## src/common/cop_defines.svh

```systemverilog
// Purpose: constants for the operator configuration parameter bank
// Assumes: parameter index is the 16-bit object index, subindex 0
// Notes:   one byte per parameter
`ifndef COP_DEFINES_SVH
`define COP_DEFINES_SVH
`define COP_IDX_WDOG_ARM    16'h5FDA
`define COP_IDX_PD_SOURCE   16'h5FE2
`define COP_IDX_NODE_SEL    16'h5FE3
`define COP_RST_WDOG_ARM    8'h00
`define COP_RST_PD_SOURCE   8'hFF
`define COP_RST_NODE_SEL    8'hFF
`define COP_PD_ASSIGNMENT_SOURCE_CODE  8'hFF
`define COP_NODE_DERIVED    8'hFF
`define COP_NODE_MIN        8'h01
`define COP_NODE_MAX        8'h7F
`define COP_NODE_INC        8'h01
`define COP_ARM_USED_MASK   8'h3F
`define COP_ERR_CLASS_RANGE 8'h06
`define COP_ERR_CODE_RANGE  8'h09
`define COP_ERR_ADD_RANGE   16'h0030
`define COP_ERR_CODE_NOOBJ  8'h04
`define COP_ERR_ADD_NOOBJ   16'h0000
`define COP_EV_SYNC         0
`define COP_EV_GUARD        1
`define COP_EV_OPER         2
`define COP_EV_FIRST_PROCESS_OUTPUT_MSG       3
`define COP_EV_SECOND_PROCESS_OUTPUT_MSG       4
`define COP_EV_SDO          5
`define COP_NUM_EV          6
`endif

```

## src/common/cop_pkg.sv

```systemverilog
// Purpose: shared types of the operator configuration parameter bank
// Assumes: nothing beyond the defines header
// Notes:   abort code carries class, code and additional code
package cop_pkg;
  typedef struct packed {
    logic [7:0]  err_class;
    logic [7:0]  err_code;
    logic [15:0] add_code;
  } cop_abort_t;

  typedef struct packed {
    logic        sync;
    logic        guard;
    logic        oper;
    logic        first_process_output_msg;
    logic        second_process_output_msg;
    logic        sdo;
  } cop_bus_ev_t;
endpackage : cop_pkg

```

## src/hw/cop_param_bank.sv

```systemverilog
// Purpose: operator configuration parameters reached by SDO accesses
// Assumes: SDO framing decoded upstream into index, subindex and strobes
// Notes:   nonvolatile copy written through a store strobe; the values
//          loaded from it arrive on nv_* with nv_load after power-on
// Operation
// FFh selects stored process-data assignment
// source defaults FFh, applied now, stored
// 255 gives node address inverter plus one
// 1 to 127 used directly as node
// node and arm writes immediate, persisted
// zero arm value: watchdog active immediately
// bits 0-2: SYNC, guarding, OPERATIONAL
// bits 3-5: output msg 1, 2, SDO
// any selected event arms watchdog
// arming restarts on power-on and CAN reset
// out-of-range write aborts 6/9/0030h
// arm bits 6 and 7 ignored
`timescale 1ns/1ns
`include "cop_defines.svh"
module cop_param_bank
  import cop_pkg::*;
(
  input  wire logic        clk,
  input  wire logic        reset_n,
  input  wire logic        can_reset,
  input  wire logic        req_wr,
  input  wire logic        req_rd,
  input  wire logic [15:0] req_index,
  input  wire logic [7:0]  req_subindex,
  input  wire logic [7:0]  req_data,
  input  wire logic        nv_load,
  input  wire logic [7:0]  nv_wdog_arm,
  input  wire logic [7:0]  nv_pd_source,
  input  wire logic [7:0]  nv_node_sel,
  input  wire logic [6:0]  inverter_address_param,
  input  wire cop_bus_ev_t bus_ev,
  output logic             ack_r,
  output logic [7:0]       rd_data_r,
  output logic             abort_r,
  output cop_abort_t       abort_code_r,
  output logic             nv_store_r,
  output logic [15:0]      nv_index_r,
  output logic [7:0]       nv_data_r,
  output logic             pd_use_stored_r,
  output logic [7:0]       node_id_r,
  output logic             wdog_active_r
);
  logic [7:0]  watchdog_arm_events_r, watchdog_arm_events_nxt;
  logic [7:0]  pd_assignment_source_r, pd_assignment_source_nxt;
  logic [7:0]  node_address_select_r, node_address_select_nxt;
  logic        ack_nxt, abort_nxt, nv_store_nxt;
  logic [7:0]  rd_data_nxt;
  cop_abort_t  abort_code_nxt;
  logic [15:0] nv_index_nxt;
  logic [7:0]  nv_data_nxt;
  logic        pd_use_stored_nxt;
  logic [7:0]  node_id_nxt;
  logic        wdog_active;
  logic        restart;
  logic [`COP_NUM_EV-1:0] ev_vec;

  // node address value accepted: 255 or 1..127
  function automatic logic node_ok(input logic [7:0] v);
    node_ok = (v == `COP_NODE_DERIVED) ||
              (v >= `COP_NODE_MIN && v <= `COP_NODE_MAX);
  endfunction : node_ok

  // known object at subindex 0
  function automatic logic obj_known(input logic [15:0] i);
    obj_known = (i == `COP_IDX_WDOG_ARM) || (i == `COP_IDX_PD_SOURCE) ||
                (i == `COP_IDX_NODE_SEL);
  endfunction : obj_known

  // request handling: reads, checked writes, aborts, persistence
  always_comb
  begin
    watchdog_arm_events_nxt  = watchdog_arm_events_r;
    pd_assignment_source_nxt = pd_assignment_source_r;
    node_address_select_nxt  = node_address_select_r;
    ack_nxt        = 1'b0;
    abort_nxt      = 1'b0;
    abort_code_nxt = abort_code_r;
    rd_data_nxt    = rd_data_r;
    nv_store_nxt   = 1'b0;
    nv_index_nxt   = nv_index_r;
    nv_data_nxt    = nv_data_r;
    if (nv_load)
    begin
      watchdog_arm_events_nxt  = nv_wdog_arm;
      pd_assignment_source_nxt = nv_pd_source;
      node_address_select_nxt  = node_ok(nv_node_sel) ? nv_node_sel
                                                       : `COP_RST_NODE_SEL;
    end
    else if ((req_wr || req_rd) &&
             (!obj_known(req_index) || req_subindex != 8'h00))
    begin
      abort_nxt      = 1'b1;
      abort_code_nxt = '{`COP_ERR_CLASS_RANGE, `COP_ERR_CODE_NOOBJ,
                         `COP_ERR_ADD_NOOBJ};
    end
    else if (req_rd)
    begin
      ack_nxt = 1'b1;
      case (req_index)
        `COP_IDX_WDOG_ARM:  rd_data_nxt = watchdog_arm_events_r;
        `COP_IDX_PD_SOURCE: rd_data_nxt = pd_assignment_source_r;
        default:            rd_data_nxt = node_address_select_r;
      endcase
    end
    else if (req_wr && req_index == `COP_IDX_NODE_SEL &&
             !node_ok(req_data))
    begin
      abort_nxt      = 1'b1;
      abort_code_nxt = '{`COP_ERR_CLASS_RANGE, `COP_ERR_CODE_RANGE,
                         `COP_ERR_ADD_RANGE};
    end
    else if (req_wr)
    begin
      ack_nxt      = 1'b1;
      nv_store_nxt = 1'b1;
      nv_index_nxt = req_index;
      nv_data_nxt  = req_data;
      case (req_index)
        `COP_IDX_WDOG_ARM:  watchdog_arm_events_nxt  = req_data;
        `COP_IDX_PD_SOURCE: pd_assignment_source_nxt = req_data;
        default:            node_address_select_nxt  = req_data;
      endcase
    end
  end

  // effective settings follow the next register values at once
  always_comb
  begin
    pd_use_stored_nxt =
      (pd_assignment_source_nxt == `COP_PD_ASSIGNMENT_SOURCE_CODE);
    if (node_address_select_nxt == `COP_NODE_DERIVED)
      node_id_nxt = {1'b0, inverter_address_param} + `COP_NODE_INC;
    else
      node_id_nxt = node_address_select_nxt;
  end

  always_ff @(posedge clk)
  begin
    if (!reset_n)
    begin
      watchdog_arm_events_r  <= `COP_RST_WDOG_ARM;
      pd_assignment_source_r <= `COP_RST_PD_SOURCE;
      node_address_select_r  <= `COP_RST_NODE_SEL;
      ack_r           <= 1'b0;
      abort_r         <= 1'b0;
      abort_code_r    <= '0;
      rd_data_r       <= 8'h00;
      nv_store_r      <= 1'b0;
      nv_index_r      <= 16'h0000;
      nv_data_r       <= 8'h00;
      pd_use_stored_r <= 1'b1;
      node_id_r       <= 8'h00;
      wdog_active_r   <= 1'b0;
    end
    else
    begin
      watchdog_arm_events_r  <= watchdog_arm_events_nxt;
      pd_assignment_source_r <= pd_assignment_source_nxt;
      node_address_select_r  <= node_address_select_nxt;
      ack_r           <= ack_nxt;
      abort_r         <= abort_nxt;
      abort_code_r    <= abort_code_nxt;
      rd_data_r       <= rd_data_nxt;
      nv_store_r      <= nv_store_nxt;
      nv_index_r      <= nv_index_nxt;
      nv_data_r       <= nv_data_nxt;
      pd_use_stored_r <= pd_use_stored_nxt;
      node_id_r       <= node_id_nxt;
      wdog_active_r   <= wdog_active;
    end
  end

  // event order follows the arm bit positions
  always_comb
  begin
    ev_vec = '0;
    ev_vec[`COP_EV_SYNC]   = bus_ev.sync;
    ev_vec[`COP_EV_GUARD]  = bus_ev.guard;
    ev_vec[`COP_EV_OPER]   = bus_ev.oper;
    ev_vec[`COP_EV_FIRST_PROCESS_OUTPUT_MSG] = bus_ev.first_process_output_msg;
    ev_vec[`COP_EV_SECOND_PROCESS_OUTPUT_MSG] = bus_ev.second_process_output_msg;
    ev_vec[`COP_EV_SDO]    = bus_ev.sdo;
  end

  assign restart = can_reset || nv_load;

  cop_wdog_arm #(.NUM_EV(`COP_NUM_EV)) u_arm (
    .clk         (clk),
    .reset_n     (reset_n),
    .restart     (restart),
    .arm_sel     (watchdog_arm_events_r),
    .ev          (ev_vec),
    .wdog_active (wdog_active)
  );

  range_abort_a: assert property (@(posedge clk) disable iff (!reset_n)
    (req_wr && !nv_load && req_index == `COP_IDX_NODE_SEL &&
     req_subindex == 8'h00 && !node_ok(req_data))
    |=> abort_r && abort_code_r.add_code == `COP_ERR_ADD_RANGE &&
        node_address_select_r == $past(node_address_select_r))
    else $error("out-of-range write not refused");
  node_derive_a: assert property (@(posedge clk) disable iff (!reset_n)
    (node_address_select_nxt == `COP_NODE_DERIVED) |=>
    node_id_r == $past({1'b0, inverter_address_param}) + `COP_NODE_INC)
    else $error("derived node address wrong");
  node_direct_a: assert property (@(posedge clk) disable iff (!reset_n)
    (node_address_select_r != `COP_NODE_DERIVED && !$past(nv_load))
    |-> node_id_r == node_address_select_r)
    else $error("direct node address wrong");
  pd_select_a: assert property (@(posedge clk) disable iff (!reset_n)
    pd_use_stored_r == (pd_assignment_source_r == `COP_PD_ASSIGNMENT_SOURCE_CODE))
    else $error("process-data source mismatch");
  write_store_a: assert property (@(posedge clk) disable iff (!reset_n)
    (req_wr && !nv_load && obj_known(req_index) && req_subindex == 8'h00
     && (req_index != `COP_IDX_NODE_SEL || node_ok(req_data)))
    |=> nv_store_r && ack_r && nv_data_r == $past(req_data))
    else $error("write not stored");
  zero_active_a: assert property (@(posedge clk) disable iff (!reset_n)
    ((watchdog_arm_events_r & `COP_ARM_USED_MASK) == 8'h00) |=>
    wdog_active_r) else $error("zero setting not active");
  pd_default_a: assert property (@(posedge clk)
    !reset_n |=> pd_assignment_source_r == `COP_RST_PD_SOURCE &&
    node_address_select_r == `COP_RST_NODE_SEL)
    else $error("bad reset defaults");
endmodule : cop_param_bank

```

## src/hw/cop_wdog_arm.sv

```systemverilog
// Purpose: arms the fieldbus watchdog on the first selected bus event
// Assumes: events are one-cycle pulses on the same clock
// Notes:   restart pulse rearms the wait after power-on or CAN reset
`timescale 1ns/1ns
`include "cop_defines.svh"
module cop_wdog_arm
  import cop_pkg::*;
#(
  parameter int NUM_EV = `COP_NUM_EV
)(
  input  wire logic              clk,
  input  wire logic              reset_n,
  input  wire logic              restart,
  input  wire logic [7:0]        arm_sel,
  input  wire logic [NUM_EV-1:0] ev,
  output logic                   wdog_active
);
  logic armed_r;
  logic armed_nxt;
  logic hit;

  // any selected event arms; bits 6 and 7 are masked off
  assign hit = |(ev & arm_sel[NUM_EV-1:0]);

  // zero selection means active at once; restart drops the latch
  always_comb
  begin
    armed_nxt = armed_r;
    if (restart)
      armed_nxt = 1'b0;
    else if (hit)
      armed_nxt = 1'b1;
  end

  always_ff @(posedge clk)
  begin
    if (!reset_n)
      armed_r <= 1'b0;
    else
      armed_r <= armed_nxt;
  end

  assign wdog_active = armed_r ||
    ((arm_sel & `COP_ARM_USED_MASK) == 8'h00);

  rearm_a: assert property (@(posedge clk) disable iff (!reset_n)
    restart |=> !armed_r) else $error("restart did not rearm");
  arm_or_a: assert property (@(posedge clk) disable iff (!reset_n)
    (hit && !restart) |=> wdog_active)
    else $error("selected event did not arm");
endmodule : cop_wdog_arm

```

## config.mk

```make
export PLATFORM = sky130hd
export DESIGN_NAME = cop_param_bank
export DESIGN_NICKNAME = d
export VERILOG_FILES = /design/src/common/cop_pkg.sv /design/src/hw/cop_param_bank.sv /design/src/hw/cop_wdog_arm.sv
export VERILOG_INCLUDE_DIRS = /design/src /design/src/common
export SDC_FILE = /design/constraint.sdc
export NUM_CORES = 1
export LEC_CHECK = 0
export BUFFER_PORTS_ARGS = -buffer_cell sky130_fd_sc_hd__buf_2
export CELL_PAD_IN_SITES_DETAIL_PLACEMENT = 1
export CELL_PAD_IN_SITES_GLOBAL_PLACEMENT = 2
export CORE_ASPECT_RATIO = 1.25
export CORE_MARGIN = 8
export CORE_UTILIZATION = 28
export CTS_CLUSTER_DIAMETER = 30
export DETAILED_ROUTE_END_ITERATION = 7
export PLACE_DENSITY_LB_ADDON = 0.1
export SLEW_MARGIN = 20
export SYNTH_ARGS = -nofsm -noshare
export SYNTH_HDL_FRONTEND = slang
export SYNTH_HIERARCHICAL = 1
export SYNTH_SLANG_ARGS = --single-unit
```

## constraint.sdc

```tcl
create_clock -name clk -period 5.2 [get_ports clk]
set_clock_uncertainty 0.15 [all_clocks]
set_input_delay 0 -clock clk [delete_from_list [all_inputs] [get_ports clk]]
set_output_delay 0 -clock clk [all_outputs]
set_load 0.005 [all_outputs]
```

# Word level (Yosys, flattened, before mapping)
# Index checks and enable logic that the tools add are counted.
# classes
bitwise,6
eq_ne,11
mux,30
n_reduce_logical,30
order_cmp,4
add_sub_neg,1
# op_table
op,n
$mux W8,20
$mux W32,3
$eq A16 B15 Y1 const B,3
$eq A8 B8 Y1 const B,4
$ge A8 B1 Y1 const B,2
$le A8 B7 Y1 const B,2
$pmux W8 S2,1
$reduce_and A5 Y1,2
$add A7 B1 Y8 const B,1
$logic_not A8 Y1,1
$logic_or A1 B1 Y1,8
$reduce_bool A8 Y1,1
$and A6 B6 Y6,1
$mux W1,6
$reduce_and A3 Y1,2
$reduce_bool A2 Y1,3
$reduce_or A2 Y1,3
$reduce_or A6 Y1,1
$logic_and A1 B1 Y1,5
$not A1 Y1,5
$ne A2 B1 Y1 const B,2
$ne A2 B2 Y1 const B,2
$reduce_or A4 Y1,1
$reduce_or A3 Y1,1
$logic_not A1 Y1,2
# word_totals
register_bits,102
elab_cells,98

# Longest topological paths before layout
# depth
ltp_word,11
ltp_mapped,8

# By module
# The synthesis kept the hierarchy.
# by_module_without_submodules
mod,area_each_um2,instances,seq_area_each_um2,cells_each
cop_param_bank,3373.2,1,1441.4,384
cop_wdog_arm,72.6,1,20.0,9

# Worst setup path after synthesis
# Ideal clock, no wire load.
# synth_path
kind,input-to-reg
from,input req_index[3]
to,register pd_use_stored_r
setup_slack_ns,2.822
stages,8
path_buffers,1
arrival_time_ns,2.159
path_cell_list,or3b_1 or3_1 or4_1 buf_6 mux2_4 mux2i_1 or4_1 o21ai_1
# synth_between
elab_chain_len,9
word_cells_on_any_way,17
cone_classes,eq/ne (4); mux (6); reduce/logical (7)
# synth_lines
item,line,text
from (decl),cop_param_bank.sv:28,"input wire logic [15:0] req_index,"
branches (longest 6 deep; another with $eq A16 B15 Y1),n/a,
$mux W8 *,cop_param_bank.sv:94,else if ((req_wr || req_rd) &&
$mux W8 *,cop_param_bank.sv:87,if (nv_load)
$eq A8 B8 Y1 (no source line) *,n/a,
to (signal assigned),cop_param_bank.sv:172,pd_use_stored_r <= pd_use_stored_nxt;
to (decl),cop_param_bank.sv:44,"output logic pd_use_stored_r,"
# Mark *: on every way between the ends.
# A chain may end at the register's enable or synchronous reset.

# Final worst setup path
# layout_path
from,input req_rd
to,register node_id_r[3]
# layout_between
elab_chain_len,6
word_cells_on_any_way,7
cone_classes,eq/ne (1); mux (4); reduce/logical (2)
# layout_lines
item,line,text
from (decl),cop_param_bank.sv:27,"input wire logic req_rd,"
$logic_or A1 B1 Y1,cop_param_bank.sv:94,
$logic_and A1 B1 Y1,cop_param_bank.sv:94,
$mux W8 *,cop_param_bank.sv:94,
$mux W8 *,cop_param_bank.sv:87,
$eq A8 B8 Y1 (no source line),n/a,
$mux W8 *,cop_param_bank.sv:136,if (node_address_select_nxt == `COP_NODE_DERIVED)
to (signal assigned),cop_param_bank.sv:173,node_id_r <= node_id_nxt;
to (decl),cop_param_bank.sv:45,"output logic [7:0] node_id_r,"
# Mark *: on every way between the ends. The rest lies on a longest branch, timed or not.

==> results.tsv <==
stage	metric	value	unit
floorplan	row cnt	45	
pwr	Final Power	1.35	mW
global_routing	initial antenna violation count	0	
worst_setup_path	CP startpoint kind	input port	
global_routing	total track usage	0.166	
cells_and_area	# fillers	1472	
logic_synthesis	Ys Warns	6	
sta	Final TNS setup	0	ns
clocking	Reg clk slew, reported paths	0.06	ns
floorplan	Initial Utilization	0.285	
placement	dpl hpwl	9600	um
sta	fin crit period	3.37	ns
logic_synthesis	number of synthesized flops with an enable pin	0	
worst_setup_path	Critical Path RT	5.27	ns
clocking	TritonCTS Buffers	9	
sta	Final Setup Violations	0	
pwr	VDD IR max	0.121	mV
cells_and_area	Final Core Density	0.404	
clocking	CTS tree	done	
clocking	H-Tree Depth	3	
detailed_routing	DRT met1 WL	5390	um
clocking	clk buf depth	2	
sta	Slew Limit Headroom	0.427	
clocking	postcts setup bufs	0	
detailed_routing	DR vias/cell	4.73	
job	max-capacitance violation count	0	
logic_synthesis	#FFs+latches synth	73	
sta	Hold Fails Final Rpt	0	
logic_synthesis	ys flop type	dfxtp_1	
outcome	outcome	finished clean	
detailed_routing	antenna viol nets, final	0	
detailed_routing	Post-route DRC	0	
worst_hold_path	HP Start	inverter_address_param[4]	
detailed_routing	DR WL met2	6950	um
placement	placed insts	661	
global_routing	total grt overflow	0	
logic_synthesis	register area share after synthesis	0.424	
detailed_routing	Vias	3454	
global_routing	largest net degree at the start of global routing	41	
worst_hold_path	HP Class	in -> reg	
logic_synthesis	Gate Count Post-Synth	393	
floorplan	die area	16100	um2
logic_synthesis	Netlist cell types	59	
cells_and_area	nets	637	
sta	Max Slew Vio Count	0	
cells_and_area	Area Overhead vs Synth	42.0	%
sta	highest clock rate	297	MHz
worst_setup_path	Max FO, Critical Path	9	
placement	Routability Congestion	0.747	
clocking	Clock Latency Late Sink	0.33	ns
sta	RSZ-0062 raised after global routing	false	
worst_setup_path	r2r startpoint	node_address_select_r[0]$_SDFF_PN1_	
cells_and_area	Non-Filler Instances	730	
detailed_routing	uppermost routed layer	met4	
cells_and_area	multi-input logic area	1760	um2
logic_synthesis	Synth Area per Inst	8.77	um2
worst_setup_path	critical path class	in -> reg	
detailed_routing	DR WL met3	572	um
cells_and_area	fraction of layout cells with a size suffix above 1	0.276	
worst_setup_path	Worst setup EP type	flop	
clocking	clk sink count	73	
sta	period utilization	0.648	
clocking	clk root buf	clkbuf_16	
floorplan	Die Width	115	um
clocking	post-CTS sizing	0	
sta	worst slew pin tran	0.859	ns
detailed_routing	DRT Pass-1 Iters	5	
floorplan	io pins	152	
cells_and_area	Ant. Diodes	0	
logic_synthesis	area of the mapped netlist	3450	um2
global_routing	vias in the first global route	3861	
detailed_routing	DRT iter0 DRCs	172	
floorplan	Core ar.	12100	um2
pwr	Pwr Density	276	nW/um2
pwr	Leakage Power	2.23	nW
floorplan	Die Height	140	um
worst_setup_path	CP startpoint	req_rd	
detailed_routing	final wirelength	13200	um
global_routing	first-pass GRT wire length	20700	um
cells_and_area	area occupied by registers	1460	um2
logic_synthesis	ys async rst share	0	
worst_setup_path	arrival time at the worst endpoint	3.43	ns
placement	PortBufs	126	
detailed_routing	wire per inst	18.1	um
logic make-up after synthesis:
group | synth area share
AO/OA/AOI/OAI | 0.180
XOR/XNOR | 0.0127
adder cells (fa/ha/maj) | 0.00363
buffers and inverters | 0.0915
flip-flops | 0.424
multiplexers | 0.0686
other | 0.00109
AND/OR/NAND/NOR | 0.219
Yosys cell counts, types with 4 or more instances:
cell | n | area, um2
dfxtp_1 | 73 | 1460
o211ai_1 | 4 | 30.0
nand3_1 | 5 | 25.0
o21ai_0 | 11 | 55.1
nor4_1 | 7 | 43.8
nor3_1 | 6 | 30.0
buf_4 | 29 | 218
nand2b_1 | 7 | 43.8
mux2i_1 | 9 | 90.1
nand2_1 | 48 | 180
a22oi_1 | 9 | 67.6
mux2_1 | 5 | 56.3
o22a_1 | 5 | 43.8
nor2_1 | 49 | 184
a222oi_1 | 9 | 90.1
and3_1 | 5 | 31.3
o311a_1 | 5 | 50.1
a21oi_1 | 14 | 70.1
inv_1 | 4 | 15.0
mux2_2 | 4 | 45.0
or3_1 | 5 | 31.3
a31oi_1 | 8 | 50.1
clkbuf_1 | 16 | 60.1
final cells by class:
cell class              instances  area share
clock inverters                 6     0.00870
multi-input cells             291       0.360
well taps                     164      0.0419
clock buffers                  10      0.0468
flip-flops and latches         73       0.299
repair buffers                181       0.240
inverters                       5     0.00384
cells in the final DEF (no fill, tap or decap), types with 3 or more instances in the layout:
master / count
mux2_4: 3
o211ai_1: 4
o22a_1: 5
a31oi_1: 8
nand4b_1: 3
a222oi_1: 9
nor3_1: 6
and2_1: 3
mux2i_1: 9
or4_1: 3
mux2_2: 4
nand3_1: 5
nand2b_1: 7
dfxtp_1: 73
mux2_1: 5
and3_1: 5
nand4_1: 3
o311a_1: 5
a21oi_1: 14
a22oi_1: 9
o21ai_0: 11
buf_2: 126
nand2_1: 48
nor2_1: 49
xor2_1: 3
conb_1: 25
inv_1: 4
or3_1: 5
clkbuf_16: 9
o21a_1: 3
nor4_1: 7
dlygate4sd3_1: 53
through the flow:
step | hold slack (ns) | setup slack, ns | instance area (um2)
3_3_place_gp | 0.0902 | 2.34 | 4090
6_report | 0.0206 | 1.83 | 4890
5_1_grt | 0.0385 | 1.57 | 4890
3_5_place_dp | 0.102 | 2.30 | 4090
2_1_floorplan | -0.0337 | 2.82 | 3540
4_1_cts | 0.0269 | 1.81 | 4890
registers in the layout, indices dropped and copies added (netlist names), 3 cells and up:
name and cells:
abort_code_r 3, node_address_select_r 8, node_id_r 8, nv_data_r 8, nv_index_r 16, pd_assignment_source_r 8
rd_data_r 8, watchdog_arm_events_r 8
critical path, cell delays in order:
cell	delay, ns
dlygate4sd3_1	0.54
buf_2	0.16
nand4b_1	0.19
nor4_1	0.43
o2111ai_2	0.39
mux2i_1	0.30
o211ai_1	0.14
or2_1	0.35
o311a_1	0.37
dlygate4sd3_1	0.56
final timing paths:
path / cells after the start / slack [ns] / to
max: 10 / 1.83 / node_id_r[3]$_SDFF_PN0_
min: 4 / 0.02 / node_id_r[4]$_SDFF_PN0_
max reg2reg: 6 / 2.89 / node_id_r[3]$_SDFF_PN0_
min reg2reg: 2 / 0.30 / nv_index_r[0]$_SDFFE_PN0P_
per-layer routing:
layer | track usage | vias to the layer above
li1 | - | 1703
met1 | 0.179 | 1641
met2 | 0.305 | 90
met3 | 0.0374 | 20
met4 | 0.0576 | 0
met5 | 0 | -
report_power, final:
part	internal (mW)	leakage [nW]	total [mW]	switching [mW]
clock	0.324	0.129	0.575	0.251
sequential	0.580	0.597	0.592	0.0126
combinational	0.0930	1.50	0.182	0.0889
repair_timing:
item | CTS | global route
hold buffers | 53 | 0
endpoints found under the hold margin | 44 | 0
setup endpoints to repair | 0 | 0
Power figures use the tool's default switching activity.
